===== src/lbsgc_pkg.sv =====
// Purpose: constants shared by the sync gating control block
// Assumes: 32-bit Avalon-MM register bus, byte addresses
// Notes:   offsets, bit positions and most reset values live here; the bench also spells offsets and status bits as literals
package lbsgc_pkg;

  localparam int AW = 5;
  localparam int TW = 16;

  localparam logic [AW-1:0] OFS_CTRL     = 5'h00;
  localparam logic [AW-1:0] OFS_CFG_B    = 5'h04;
  localparam logic [AW-1:0] OFS_STATUS   = 5'h08;
  localparam logic [AW-1:0] OFS_SYNC_TMR = 5'h0c;
  localparam logic [AW-1:0] OFS_CMP      = 5'h10;
  localparam logic [AW-1:0] OFS_BRK_TMR  = 5'h14;

  // control register bits
  localparam int CTL_W         = 11;
  localparam int CTL_MODE      = 0;
  localparam int CTL_SYNC_EN   = 1;
  localparam int CTL_CMP_EN    = 2;
  localparam int CTL_STOP_RISE = 7;
  localparam int CTL_GATE      = 8;
  localparam int CTL_BSD_WR    = 9;
  localparam int CTL_DRV_LOW   = 10;
  localparam logic [CTL_W-1:0] CTRL_RST = 11'h000;

  // second config register: edge-count field
  localparam int CFG_W      = 8;
  localparam int EDGE_LSB   = 4;
  localparam int EDGE_W     = 4;
  localparam logic [CFG_W-1:0] CFG_B_RST = 8'h00;

  // status register bits
  localparam int STS_BRK      = 0;
  localparam int STS_DONE     = 1;
  localparam int STS_BRK_RUN  = 2;
  localparam int STS_CMP      = 3;

  localparam logic [TW-1:0] CMP_RST    = 16'h0000;
  localparam logic [TW-1:0] TMR_RST    = 16'h0000;
  localparam logic [TW-1:0] BRK_MIN_DF = 16'h0400;

  typedef enum logic [1:0] {
    ST_IDLE = 2'b00,
    ST_SYNC = 2'b01,
    ST_DONE = 2'b11
  } lbsgc_state_e;

endpackage


===== src/lbsgc_edge_if.sv =====
// Purpose: carries the filtered bus level and its edge pulses
// Assumes: one clock domain
// Notes:   src is the edge detector, dst the control logic
`timescale 1ns/10ps
interface lbsgc_edge_if;
  logic lvl;
  logic rise;
  logic fall;
  modport src (output lvl, output rise, output fall);
  modport dst (input lvl, input rise, input fall);
endinterface // lbsgc_edge_if


===== src/lbsgc_edge.sv =====
// Purpose: synchronises the bus pin and reports its edges
// Assumes: pin is asynchronous to i_clk; idle bus is high
// Notes:   a change counts once stages two and three agree
`timescale 1ns/10ps
module lbsgc_edge (
  input  wire logic   i_clk,
  input  wire logic   i_rst_b,
  input  wire logic   i_pin,
  lbsgc_edge_if.src   e
);

  logic s1_r;
  logic s2_r;
  logic s3_r;
  logic lvl_r;
  logic rise_r;
  logic fall_r;

  wire agree = (s2_r == s3_r);

  always_ff @(posedge i_clk or negedge i_rst_b) begin
    if (!i_rst_b) begin
      s1_r <= 1'b1;
      s2_r <= 1'b1;
      s3_r <= 1'b1;
    end else begin
      s1_r <= i_pin;
      s2_r <= s1_r;
      s3_r <= s2_r;
    end
  end

  always_ff @(posedge i_clk or negedge i_rst_b) begin
    if (!i_rst_b) begin
      lvl_r  <= 1'b1;
      rise_r <= 1'b0;
      fall_r <= 1'b0;
    end else begin
      lvl_r  <= agree ? s3_r : lvl_r;
      rise_r <= agree & s3_r & ~lvl_r;
      fall_r <= agree & ~s3_r & lvl_r;
    end
  end

  assign e.lvl  = lvl_r;
  assign e.rise = rise_r;
  assign e.fall = fall_r;

endmodule // lbsgc_edge


===== src/lbsgc_top.sv =====
// Purpose: receive gating, break timer and sync timer stop control
// Assumes: Avalon-MM slave, one wait state per access
// Notes:   software drives the bus in bit-serial write mode
`timescale 1ns/10ps
module lbsgc_top #(
  parameter logic [15:0] BRK_MIN = lbsgc_pkg::BRK_MIN_DF
) (
  input  wire logic                     I_CLK,
  input  wire logic                     I_RST_B,
  input  wire logic [lbsgc_pkg::AW-1:0] I_ADDRESS,
  input  wire logic                     I_READ,
  input  wire logic                     I_WRITE,
  input  wire logic [31:0]              I_WRITEDATA,
  output logic      [31:0]              O_READDATA,
  output logic                          O_WAITREQUEST,
  input  wire logic                     I_BUS_RX,
  output logic                          O_UART_RXD,
  output logic                          O_BSD_TXD,
  output logic                          O_SYNC_IRQ
);

  localparam int TW = lbsgc_pkg::TW;

  function automatic logic [TW-1:0] inc(input logic [TW-1:0] v);
    inc = v + 16'h0001;
  endfunction

  lbsgc_edge_if e ();

  lbsgc_edge u_edge (
    .i_clk   (I_CLK),
    .i_rst_b (I_RST_B),
    .i_pin   (I_BUS_RX),
    .e       (e.src)
  );

  logic [lbsgc_pkg::CTL_W-1:0] ctrl_r;
  logic [lbsgc_pkg::CFG_W-1:0] cfg_b_r;
  logic [TW-1:0]               cmp_r;
  logic [TW-1:0]               sync_tmr_r;
  logic [TW-1:0]               brk_tmr_r;
  logic                        brk_run_r;
  logic                        brk_held_r;
  logic [lbsgc_pkg::EDGE_W-1:0] edge_cnt_r;
  logic                        sts_brk_r;
  logic                        sts_cmp_r;
  logic                        ack_r;
  logic [31:0]                 rdata_r;
  logic                        rxd_r;
  logic                        txd_r;
  lbsgc_pkg::lbsgc_state_e     state_r;
  lbsgc_pkg::lbsgc_state_e     state_nxt;

  // bus slave: one wait state, then answer
  wire acc    = I_READ | I_WRITE;
  wire wr_go  = I_WRITE & ack_r;
  wire rd_go  = I_READ & ack_r;
  wire sel_ct = (I_ADDRESS == lbsgc_pkg::OFS_CTRL);
  wire sel_cf = (I_ADDRESS == lbsgc_pkg::OFS_CFG_B);
  wire sel_st = (I_ADDRESS == lbsgc_pkg::OFS_STATUS);
  wire sel_sy = (I_ADDRESS == lbsgc_pkg::OFS_SYNC_TMR);
  wire sel_cm = (I_ADDRESS == lbsgc_pkg::OFS_CMP);
  wire sel_bk = (I_ADDRESS == lbsgc_pkg::OFS_BRK_TMR);

  wire mode_bsd  = ctrl_r[lbsgc_pkg::CTL_MODE];
  wire sync_en   = ctrl_r[lbsgc_pkg::CTL_SYNC_EN];
  wire cmp_en    = ctrl_r[lbsgc_pkg::CTL_CMP_EN];
  wire stop_rise = ctrl_r[lbsgc_pkg::CTL_STOP_RISE];
  wire gate      = ctrl_r[lbsgc_pkg::CTL_GATE];
  wire [lbsgc_pkg::EDGE_W-1:0] edge_sel =
    cfg_b_r[lbsgc_pkg::EDGE_LSB +: lbsgc_pkg::EDGE_W];

  wire [31:0] sts_word = {28'h0000000, sts_cmp_r, brk_run_r,
                          (state_r == lbsgc_pkg::ST_DONE), sts_brk_r};
  wire [31:0] rd_mux =
    sel_ct ? {21'h0, ctrl_r} :
    sel_cf ? {24'h000000, cfg_b_r} :
    sel_st ? sts_word :
    sel_sy ? {16'h0000, sync_tmr_r} :
    sel_cm ? {16'h0000, cmp_r} :
    sel_bk ? {16'h0000, brk_tmr_r} : 32'h00000000;

  always_ff @(posedge I_CLK or negedge I_RST_B) begin
    if (!I_RST_B) begin
      ack_r   <= 1'b0;
      rdata_r <= 32'h00000000;
    end else begin
      ack_r   <= acc & ~ack_r;
      rdata_r <= (I_READ & ~ack_r) ? rd_mux : rdata_r;
    end
  end

  assign O_WAITREQUEST = acc & ~ack_r;
  assign O_READDATA    = rdata_r;

  always_ff @(posedge I_CLK or negedge I_RST_B) begin
    if (!I_RST_B) begin
      ctrl_r  <= lbsgc_pkg::CTRL_RST;
      cfg_b_r <= lbsgc_pkg::CFG_B_RST;
      cmp_r   <= lbsgc_pkg::CMP_RST;
    end else begin
      if (wr_go & sel_ct) ctrl_r <= I_WRITEDATA[lbsgc_pkg::CTL_W-1:0];
      if (wr_go & sel_cf) cfg_b_r <= I_WRITEDATA[lbsgc_pkg::CFG_W-1:0];
      if (wr_go & sel_cm) cmp_r <= I_WRITEDATA[TW-1:0];
    end
  end

  // break timer
  wire brk_rd    = rd_go & sel_bk;
  wire brk_start = e.fall & (~brk_held_r | ~mode_bsd);
  wire brk_stop  = brk_run_r & e.rise;
  wire brk_qual  = ~mode_bsd & brk_stop & (brk_tmr_r >= BRK_MIN);

  always_ff @(posedge I_CLK or negedge I_RST_B) begin
    if (!I_RST_B) begin
      brk_tmr_r  <= lbsgc_pkg::TMR_RST;
      brk_run_r  <= 1'b0;
      brk_held_r <= 1'b0;
    end else begin
      if (brk_start) begin
        brk_tmr_r <= lbsgc_pkg::TMR_RST;
        brk_run_r <= 1'b1;
      end else if (brk_stop) begin
        brk_run_r <= 1'b0;
      end else if (brk_run_r) begin
        brk_tmr_r <= inc(brk_tmr_r);
      end
      brk_held_r <= brk_stop | (brk_held_r & ~brk_rd & ~brk_start);
    end
  end

  // sync field state and edge counter
  wire stop_edge = stop_rise ? e.rise : e.fall;
  wire [lbsgc_pkg::EDGE_W-1:0] edge_nxt = edge_cnt_r + 4'h1;
  wire stop_hit  = (state_r == lbsgc_pkg::ST_SYNC) & stop_edge &
                   (edge_nxt == edge_sel);

  always_comb begin
    state_nxt = state_r;
    if (mode_bsd | ~sync_en) begin
      state_nxt = lbsgc_pkg::ST_IDLE;
    end else if (brk_qual) begin
      state_nxt = lbsgc_pkg::ST_SYNC;
    end else begin
      case (state_r)
        lbsgc_pkg::ST_SYNC: begin
          if (stop_hit) state_nxt = lbsgc_pkg::ST_DONE;
        end
        default: state_nxt = state_r;
      endcase
    end
  end

  always_ff @(posedge I_CLK or negedge I_RST_B) begin
    if (!I_RST_B) begin
      state_r    <= lbsgc_pkg::ST_IDLE;
      edge_cnt_r <= 4'h0;
    end else begin
      state_r <= state_nxt;
      if (brk_qual) edge_cnt_r <= 4'h0;
      else if ((state_r == lbsgc_pkg::ST_SYNC) & stop_edge)
        edge_cnt_r <= edge_nxt;
    end
  end

  // sync bit timer and compare
  wire sync_clr = mode_bsd ? e.fall : brk_qual;
  wire sync_cnt = mode_bsd ? ~e.lvl : (state_r == lbsgc_pkg::ST_SYNC);
  wire cmp_set  = cmp_en & sync_cnt & ~sync_clr &
                  (inc(sync_tmr_r) == cmp_r);
  wire brk_set  = mode_bsd & gate & e.rise;
  wire sts_wr   = wr_go & sel_st;
  wire brk_clr  = sts_wr & I_WRITEDATA[lbsgc_pkg::STS_BRK];
  wire cmp_clr  = sts_wr & I_WRITEDATA[lbsgc_pkg::STS_CMP];

  always_ff @(posedge I_CLK or negedge I_RST_B) begin
    if (!I_RST_B) begin
      sync_tmr_r <= lbsgc_pkg::TMR_RST;
      sts_brk_r  <= 1'b0;
      sts_cmp_r  <= 1'b0;
    end else begin
      if (sync_clr) sync_tmr_r <= lbsgc_pkg::TMR_RST;
      else if (sync_cnt) sync_tmr_r <= inc(sync_tmr_r);
      sts_brk_r <= brk_set | (sts_brk_r & ~brk_clr);
      sts_cmp_r <= cmp_set | (sts_cmp_r & ~cmp_clr);
    end
  end

  // receive gating and bit-serial transmit
  wire gate_act = ~mode_bsd & sync_en & gate &
                  (state_r != lbsgc_pkg::ST_DONE);

  always_ff @(posedge I_CLK or negedge I_RST_B) begin
    if (!I_RST_B) begin
      rxd_r <= 1'b1;
      txd_r <= 1'b1;
    end else begin
      rxd_r <= gate_act | e.lvl;
      txd_r <= ~(mode_bsd & ctrl_r[lbsgc_pkg::CTL_BSD_WR] &
                 ctrl_r[lbsgc_pkg::CTL_DRV_LOW]);
    end
  end

  assign O_UART_RXD = rxd_r;
  assign O_BSD_TXD  = txd_r;
  assign O_SYNC_IRQ = sts_brk_r | sts_cmp_r;
endmodule // lbsgc_top


===== config.mk =====
export PLATFORM = sky130hd
export DESIGN_NAME = lbsgc_top
export DESIGN_NICKNAME = d
export VERILOG_FILES = /design/src/lbsgc_pkg.sv /design/src/lbsgc_edge_if.sv /design/src/lbsgc_edge.sv /design/src/lbsgc_top.sv
export SDC_FILE = /design/constraint.sdc
export NUM_CORES = 1
export LEC_CHECK = 0
export ABC_AREA = 1
export ABC_CLOCK_PERIOD_IN_PS = 2900
export BUFFER_PORTS_ARGS = -buffer_cell sky130_fd_sc_hd__clkbuf_2
export CAP_MARGIN = 0
export CORE_MARGIN = 1
export CORE_UTILIZATION = 55
export DETAILED_ROUTE_END_ITERATION = 12
export PLACE_DENSITY = 0.77
export REMOVE_ABC_BUFFERS = 1
export SYNTH_ARGS = -nofsm -noshare
export SYNTH_HDL_FRONTEND = slang
export SYNTH_SLANG_ARGS = --single-unit

===== constraint.sdc =====
create_clock -name I_CLK -period 2.9 [get_ports I_CLK]
set_clock_uncertainty 0.2 [all_clocks]
set_input_delay 0.29 -clock I_CLK [delete_from_list [all_inputs] [get_ports I_CLK]]
set_output_delay 0.29 -clock I_CLK [all_outputs]
set_load 0.01 [all_outputs]

; ---- Word-level counts from Yosys, hierarchy flattened
; Cells that the tools add are included.
[op_classes]
addsub = 3
eq_ne = 12
div_mod_pow = 0
magnitude_cmp = 1
mux = 22
multipliers = 0
n_reduce_logical = 9
bitwise = 55
shifts = 0
[ops]
columns = cell, n
row1 = $mux W16, 11
row2 = $and A1 B1 Y1, 35
row3 = $add A16 B1 Y16 const B, 2
row4 = $eq A16 B16 Y1, 1
row5 = $ge A16 B11 Y1 const B, 1
row6 = $not A1 Y1, 12
row7 = $eq A5 B4 Y1 const B, 2
row8 = $eq A5 B5 Y1 const B, 2
row9 = $mux W2, 4
row10 = $mux W4, 2
row11 = $or A1 B1 Y1, 8
row12 = $reduce_bool A2 Y1, 4
row13 = $reduce_bool A3 Y1, 2
row14 = $eq A5 B3 Y1 const B, 1
row15 = $logic_not A5 Y1, 1
row16 = $mux W1, 5
row17 = $add A4 B1 Y4 const B, 1
row18 = $eq A4 B4 Y1, 1
row19 = $ne A2 B2 Y1 const B, 2
row20 = $reduce_and A2 Y1, 2
row21 = $eq A2 B1 Y1 const B, 1
row22 = $eq A2 B2 Y1 const B, 1
row23 = $eq A1 B1 Y1, 1
[word_totals]
wordCells = 123
regBits = 118
latch_bits = 0
ramBits = 0
mem_bits_ro = 0
n_memories = 0

; ---- Depth between registers and ports, before layout
[depth]
depth_word = 8
depth_mapped = 13

; ---- Hierarchy
; Synthesis repeated with hierarchy kept, for this count alone.
[unflattened]
cells_unflattened = 698
hier_area_um2 = 5426.5
[modules_own_cells]
columns = module, seq_area_each_um2, n_inst, area_each_um2, cells_each
row1 = lbsgc_top, 2404.8, 1, 5208.7, 680
row2 = lbsgc_edge, 155.1, 1, 217.7, 18

; ---- Worst setup path before layout
; OpenSTA, ideal clock, no wires.
[synth_timing]
path_type = register -> register
startpoint = reg sync_tmr_r[1]
endpoint = reg sts_cmp_r
t_required_ns = 2.580
t_arrival_ns = 1.375
setup_slack_ns = 1.204
stages_incl_launch_ff = 13
cell_sequence = dfrtp_1 -> ha_1 -> nand2_2 -> nor2_4 -> nand2_2 -> o21ai_1 -> nand2_1 -> nand2_1 -> nand2_1 -> nand2_1 -> nor2_1 -> nand4_1 -> nand2_1
[synth_between]
elab_chain_cells = 4
[synth_rtl]
columns = element, line
row1 = from (decl), lbsgc_top.sv:40  ; logic [TW-1:0] sync_tmr_r;
row2 = from (signal assigned), lbsgc_top.sv:178  ; sync_tmr_r <= lbsgc_pkg::TMR_RST;
row3 = from (signal assigned), lbsgc_top.sv:182  ; if (sync_clr) sync_tmr_r <= lbsgc_pkg::TMR_RST;
row4 = from (signal assigned), lbsgc_top.sv:183  ; else if (sync_cnt) sync_tmr_r <= inc(sync_tmr_r);
row5 = $add A16 B1 Y16, lbsgc_top.sv:25  ; inc = v + 16'h0001;
row6 = $eq A16 B16 Y1, lbsgc_top.sv:170  ; (inc(sync_tmr_r) == cmp_r);
row7 = $and A1 B1 Y1, lbsgc_top.sv:169  ; wire cmp_set = cmp_en & sync_cnt & ~sync_clr &
row8 = $or A1 B1 Y1, lbsgc_top.sv:185  ; sts_cmp_r <= cmp_set | (sts_cmp_r & ~cmp_clr);
row9 = to (signal assigned), lbsgc_top.sv:185
row10 = to (decl), lbsgc_top.sv:46  ; logic sts_cmp_r;
; No other way between the ends.
; A chain may end at the register's enable or synchronous reset.

; ---- Worst setup path in the final report
[layout_timing]
startpoint = in I_READ
endpoint = out O_WAITREQUEST
[layout_between]
elab_chain_cells = 2
[layout_rtl]
columns = element, line
row1 = from (decl), lbsgc_top.sv:11  ; input wire logic I_READ,
row2 = $or A1 B1 Y1, lbsgc_top.sv:55  ; wire acc = I_READ | I_WRITE;
row3 = $and A1 B1 Y1, lbsgc_top.sv:93  ; assign O_WAITREQUEST = acc & ~ack_r;
row4 = to (decl), lbsgc_top.sv:15  ; output logic O_WAITREQUEST,
; No other way between the ends.

==> results.cfg <==
[power_and_ir_drop]
switchingPower_mw = 1.046
p_sw_share_pct = 32.78
power_density_mw_per_mm2 = 514.7
p_comb_share_pct = 18.4
ir_drop_v = 0.0003287
clkPwrFrac_pct = 27.8
p_int_mw = 2.146
p_seq_share_pct = 53.8
power_mw = 3.192
p_leak_nw = 3.013

[die]
start_util_pct = 56.70
std_cell_rows = 36
core_area_mm2 = 0.009729
pin_count = 78
dieArea_mm2 = 0.01043
fp.dieH_um = 102.2
die_w_um = 102.2

[drt]
drc = 0
wl_per_cell_um = 15.31
dr.pass1.iters = 5
wl_met2_um = 6514
detail-route-antenna-nets = 0
wirelength_um = 13900
highest_layer = met4
wl_met3_um = 794
vias_per_cell = 5.539
wl_met1_um = 6145
drtIter0Drc = 243
num_vias = 5029

[yosys]
ys_seq_area_share_pct = 46.41
avgSynthCellArea_um2 = 7.836
synthMuxAreaShare_pct = 0
synth_simple_gate_area_share_pct = 26.33
ys_types = 43
synth_seq_cells = 102
synthAdderAreaFrac_pct = 1.361
synth_area_mm2 = 0.005517
synth_compound_area_share_pct = 14.54
synth-xor-area-share_pct = 1.588
synth_top_family_by_area = simple AND/OR/NAND/NOR gates
yosysWarnings = 0
synthCells = 704

[cells_and_area]
syn2layout_area_growth_pct = 12.41
final_cell_mix = nand2_1 (169), dfrtp_1 (96), inv_1 (87)
fillers = 879
finalNonFillerCells = 908
final_common_cell = nand2_1
nets = 818
drive_above_1_share_pct = 14.45
antenna_cells = 0

[sta]
fmax_mhz = 438.7
hold_viol = 0
fin_crit_ns = 2.279
tns_ns = 0
maxSlewHeadroom_pct = 52.08
slew_viol_final = 0
worstMarginPinSlew_ns = 0.7171
post-route-period-util_pct = 78.60
setup_violations = 0
rsz0062_at_grt = false

[placement]
dp_cells = 875
port_buffers = 45
place.gp.congestion = 0.8814
place_hpwl_um = 10180

[critical_path]
crit_path_top_delay_cell = dlygate4sd3_1
ff2ff_path_depth = 9
crit_arrival_ns = 1.79
cp_max_fo = 3
cp-end-kind = output pin
worst_setup_path_start_kind = input port
path_depth = 6
cp_top_family = buffers and inverters
path_cells = dlygate4sd3_1 -> clkbuf_2 -> nor2_1 -> dlygate4sd3_1 -> nor2_1 -> clkbuf_2
crit_type = in -> out
cp_num_buf_inv = 4
crit_path_max_incr_delay_ns = 0.55
critPathRequiredTime_ns = 2.41

[hold_path]
holdPathStages = 3
hold_class = in -> reg

[clocking]
worstSkewPairLatency_ns = 0.39
post_cts_resized = 0
root_buffer = clkbuf_8
cts.sinks = 102
cts_setup_buffers = 0
numCtsBuffers = 9
cts_max_level = 3
clkTransAtPathRegs_ns = 0.10
cts_tree = done
clock_path_buffers = 2

[global_route]
grt_pass1_wl_um = 22630
grt_start_max_net_pins = 46
antenna_found_initial = 0
grt_use_total_pct = 28.62
grt_overflow = 0
grt_pass1_vias = 4707

[job]
max-cap-violations = 0

[run_status]
status = finished, final reports clean
[flip-flops by register name, summed over array words and instances (netlist names)]
register and count:
ctrl_r 11, cfg_b_r 8, brk_tmr_r 16, u_edge.e.fall 1, brk_run_r 1, u_edge.e.lvl 1, u_edge.e.rise 1, cmp_r 16
sync_tmr_r 16, O_READDATA 16, state_r 2, brk_held_r 1, ack_r 1, O_UART_RXD 1, u_edge.s1_r 1, edge_cnt_r 4
u_edge.s2_r 1, u_edge.s3_r 1, sts_brk_r 1, sts_cmp_r 1, O_BSD_TXD 1
[cells by family (layout without fill, tap and decap cells)]
group | count (synthesis) | after routing
AND/OR/NAND/NOR | 324 | 324
AO/OA/AOI/OAI | 139 | 139
buffers and inverters | 122 | 178
flip-flops | 102 | 102
XOR/XNOR | 10 | 10
adder cells (fa/ha/maj) | 6 | 6
other | 1 | 16
[cells in the mapped netlist (all sizes together)]
library cell / n / area, um2
dfrtp: 96 / 2402
clkinv: 1 / 5.000
a31oi: 1 / 6.260
o211ai: 3 / 22.52
clkbuf: 6 / 25.02
nor3: 6 / 30.03
nor2: 69 / 316.6
a21oi: 33 / 165.2
o221ai: 6 / 52.55
a21boi: 1 / 7.510
nand2: 181 / 719.4
conb: 1 / 3.750
xnor2: 4 / 35.03
o21a: 1 / 7.510
a31o: 1 / 8.760
ha: 6 / 75.07
and2: 1 / 8.760
nand3b: 2 / 15.01
o31ai: 3 / 22.52
o21ai: 70 / 365.3
inv: 90 / 337.8
dfstp: 6 / 157.7
a221oi: 7 / 61.31
nand4: 10 / 62.56
buf: 25 / 167.7
nand3: 52 / 275.3
or2: 1 / 6.260
nor4: 2 / 18.77
a211oi: 1 / 7.510
o22ai: 12 / 75.07
xor2: 6 / 52.55
[worst min-delay path, delay by kind of cell]
kind / cells / cell delay, ns
buffers and inverters: 2 / 0.17
AO/OA/AOI/OAI: 1 / 0.10
[worst paths after layout]
check                      slack, ns       endpoint      startpoint
max in group asynchronous       1.41      O_BSD_TXD         I_RST_B
max reg2reg                     0.70  sync_tmr_r[4]   brk_tmr_r[10]
min in group asynchronous       0.24  brk_tmr_r[12]         I_RST_B
min                             0.02       cmp_r[2]  I_WRITEDATA[2]
min reg2reg                     0.17    u_edge.s2_r     u_edge.s1_r
max                             0.62  O_WAITREQUEST          I_READ
[metrics by stage]
step	util [%]	area [um2]	hold slack, ns	setup WS (ns)
3_3_place_gp	60.04	5842	0.1147	0.7711
6_report	63.73	6201	0.01522	0.6206
4_1_cts	63.73	6201	0.007215	0.6177
3_5_place_dp	60.04	5842	0.1207	0.7409
2_1_floorplan	-	5380	-0.2056	0.9762
5_1_grt	63.73	6201	0.03998	0.5251
[per-layer routing]
metal  GRT usage, %  vias up
met3          6.566       39
met2          45.38      192
met1          37.66     2392
li1               -     2406
met4          12.75        0
met5              0        -
[power by group through the flow]
stage	clock network [mW]	registers, mW	logic, mW
finish	0.887	1.72	0.586
global route	0.947	1.74	0.673
global placement	0	1.74	0.544
detailed placement	0	1.74	0.568
CTS	0.889	1.72	0.588
floorplan	0	1.71	0.378
[cell type report]
| class | instances | area (um2) | share of cell area [%] |
|---|---|---|---|
| clock buffer | 10 | 137.6 | 2.220 |
| clock inverter | 6 | 51.30 | 0.8273 |
| inverter | 91 | 342.8 | 5.529 |
| multi-input combinational | 495 | 2477 | 39.95 |
| sequential | 102 | 2560 | 41.28 |
| tap | 133 | 166.4 | 2.684 |
| timing repair buffer | 71 | 465.4 | 7.506 |
[what timing repair did]
item,in CTS,in global routing
hold buffers,17,0
hold endpoints to repair,62,0
setup endpoints to repair,0,0
Note: power is estimated with default switching activity, not from simulation.
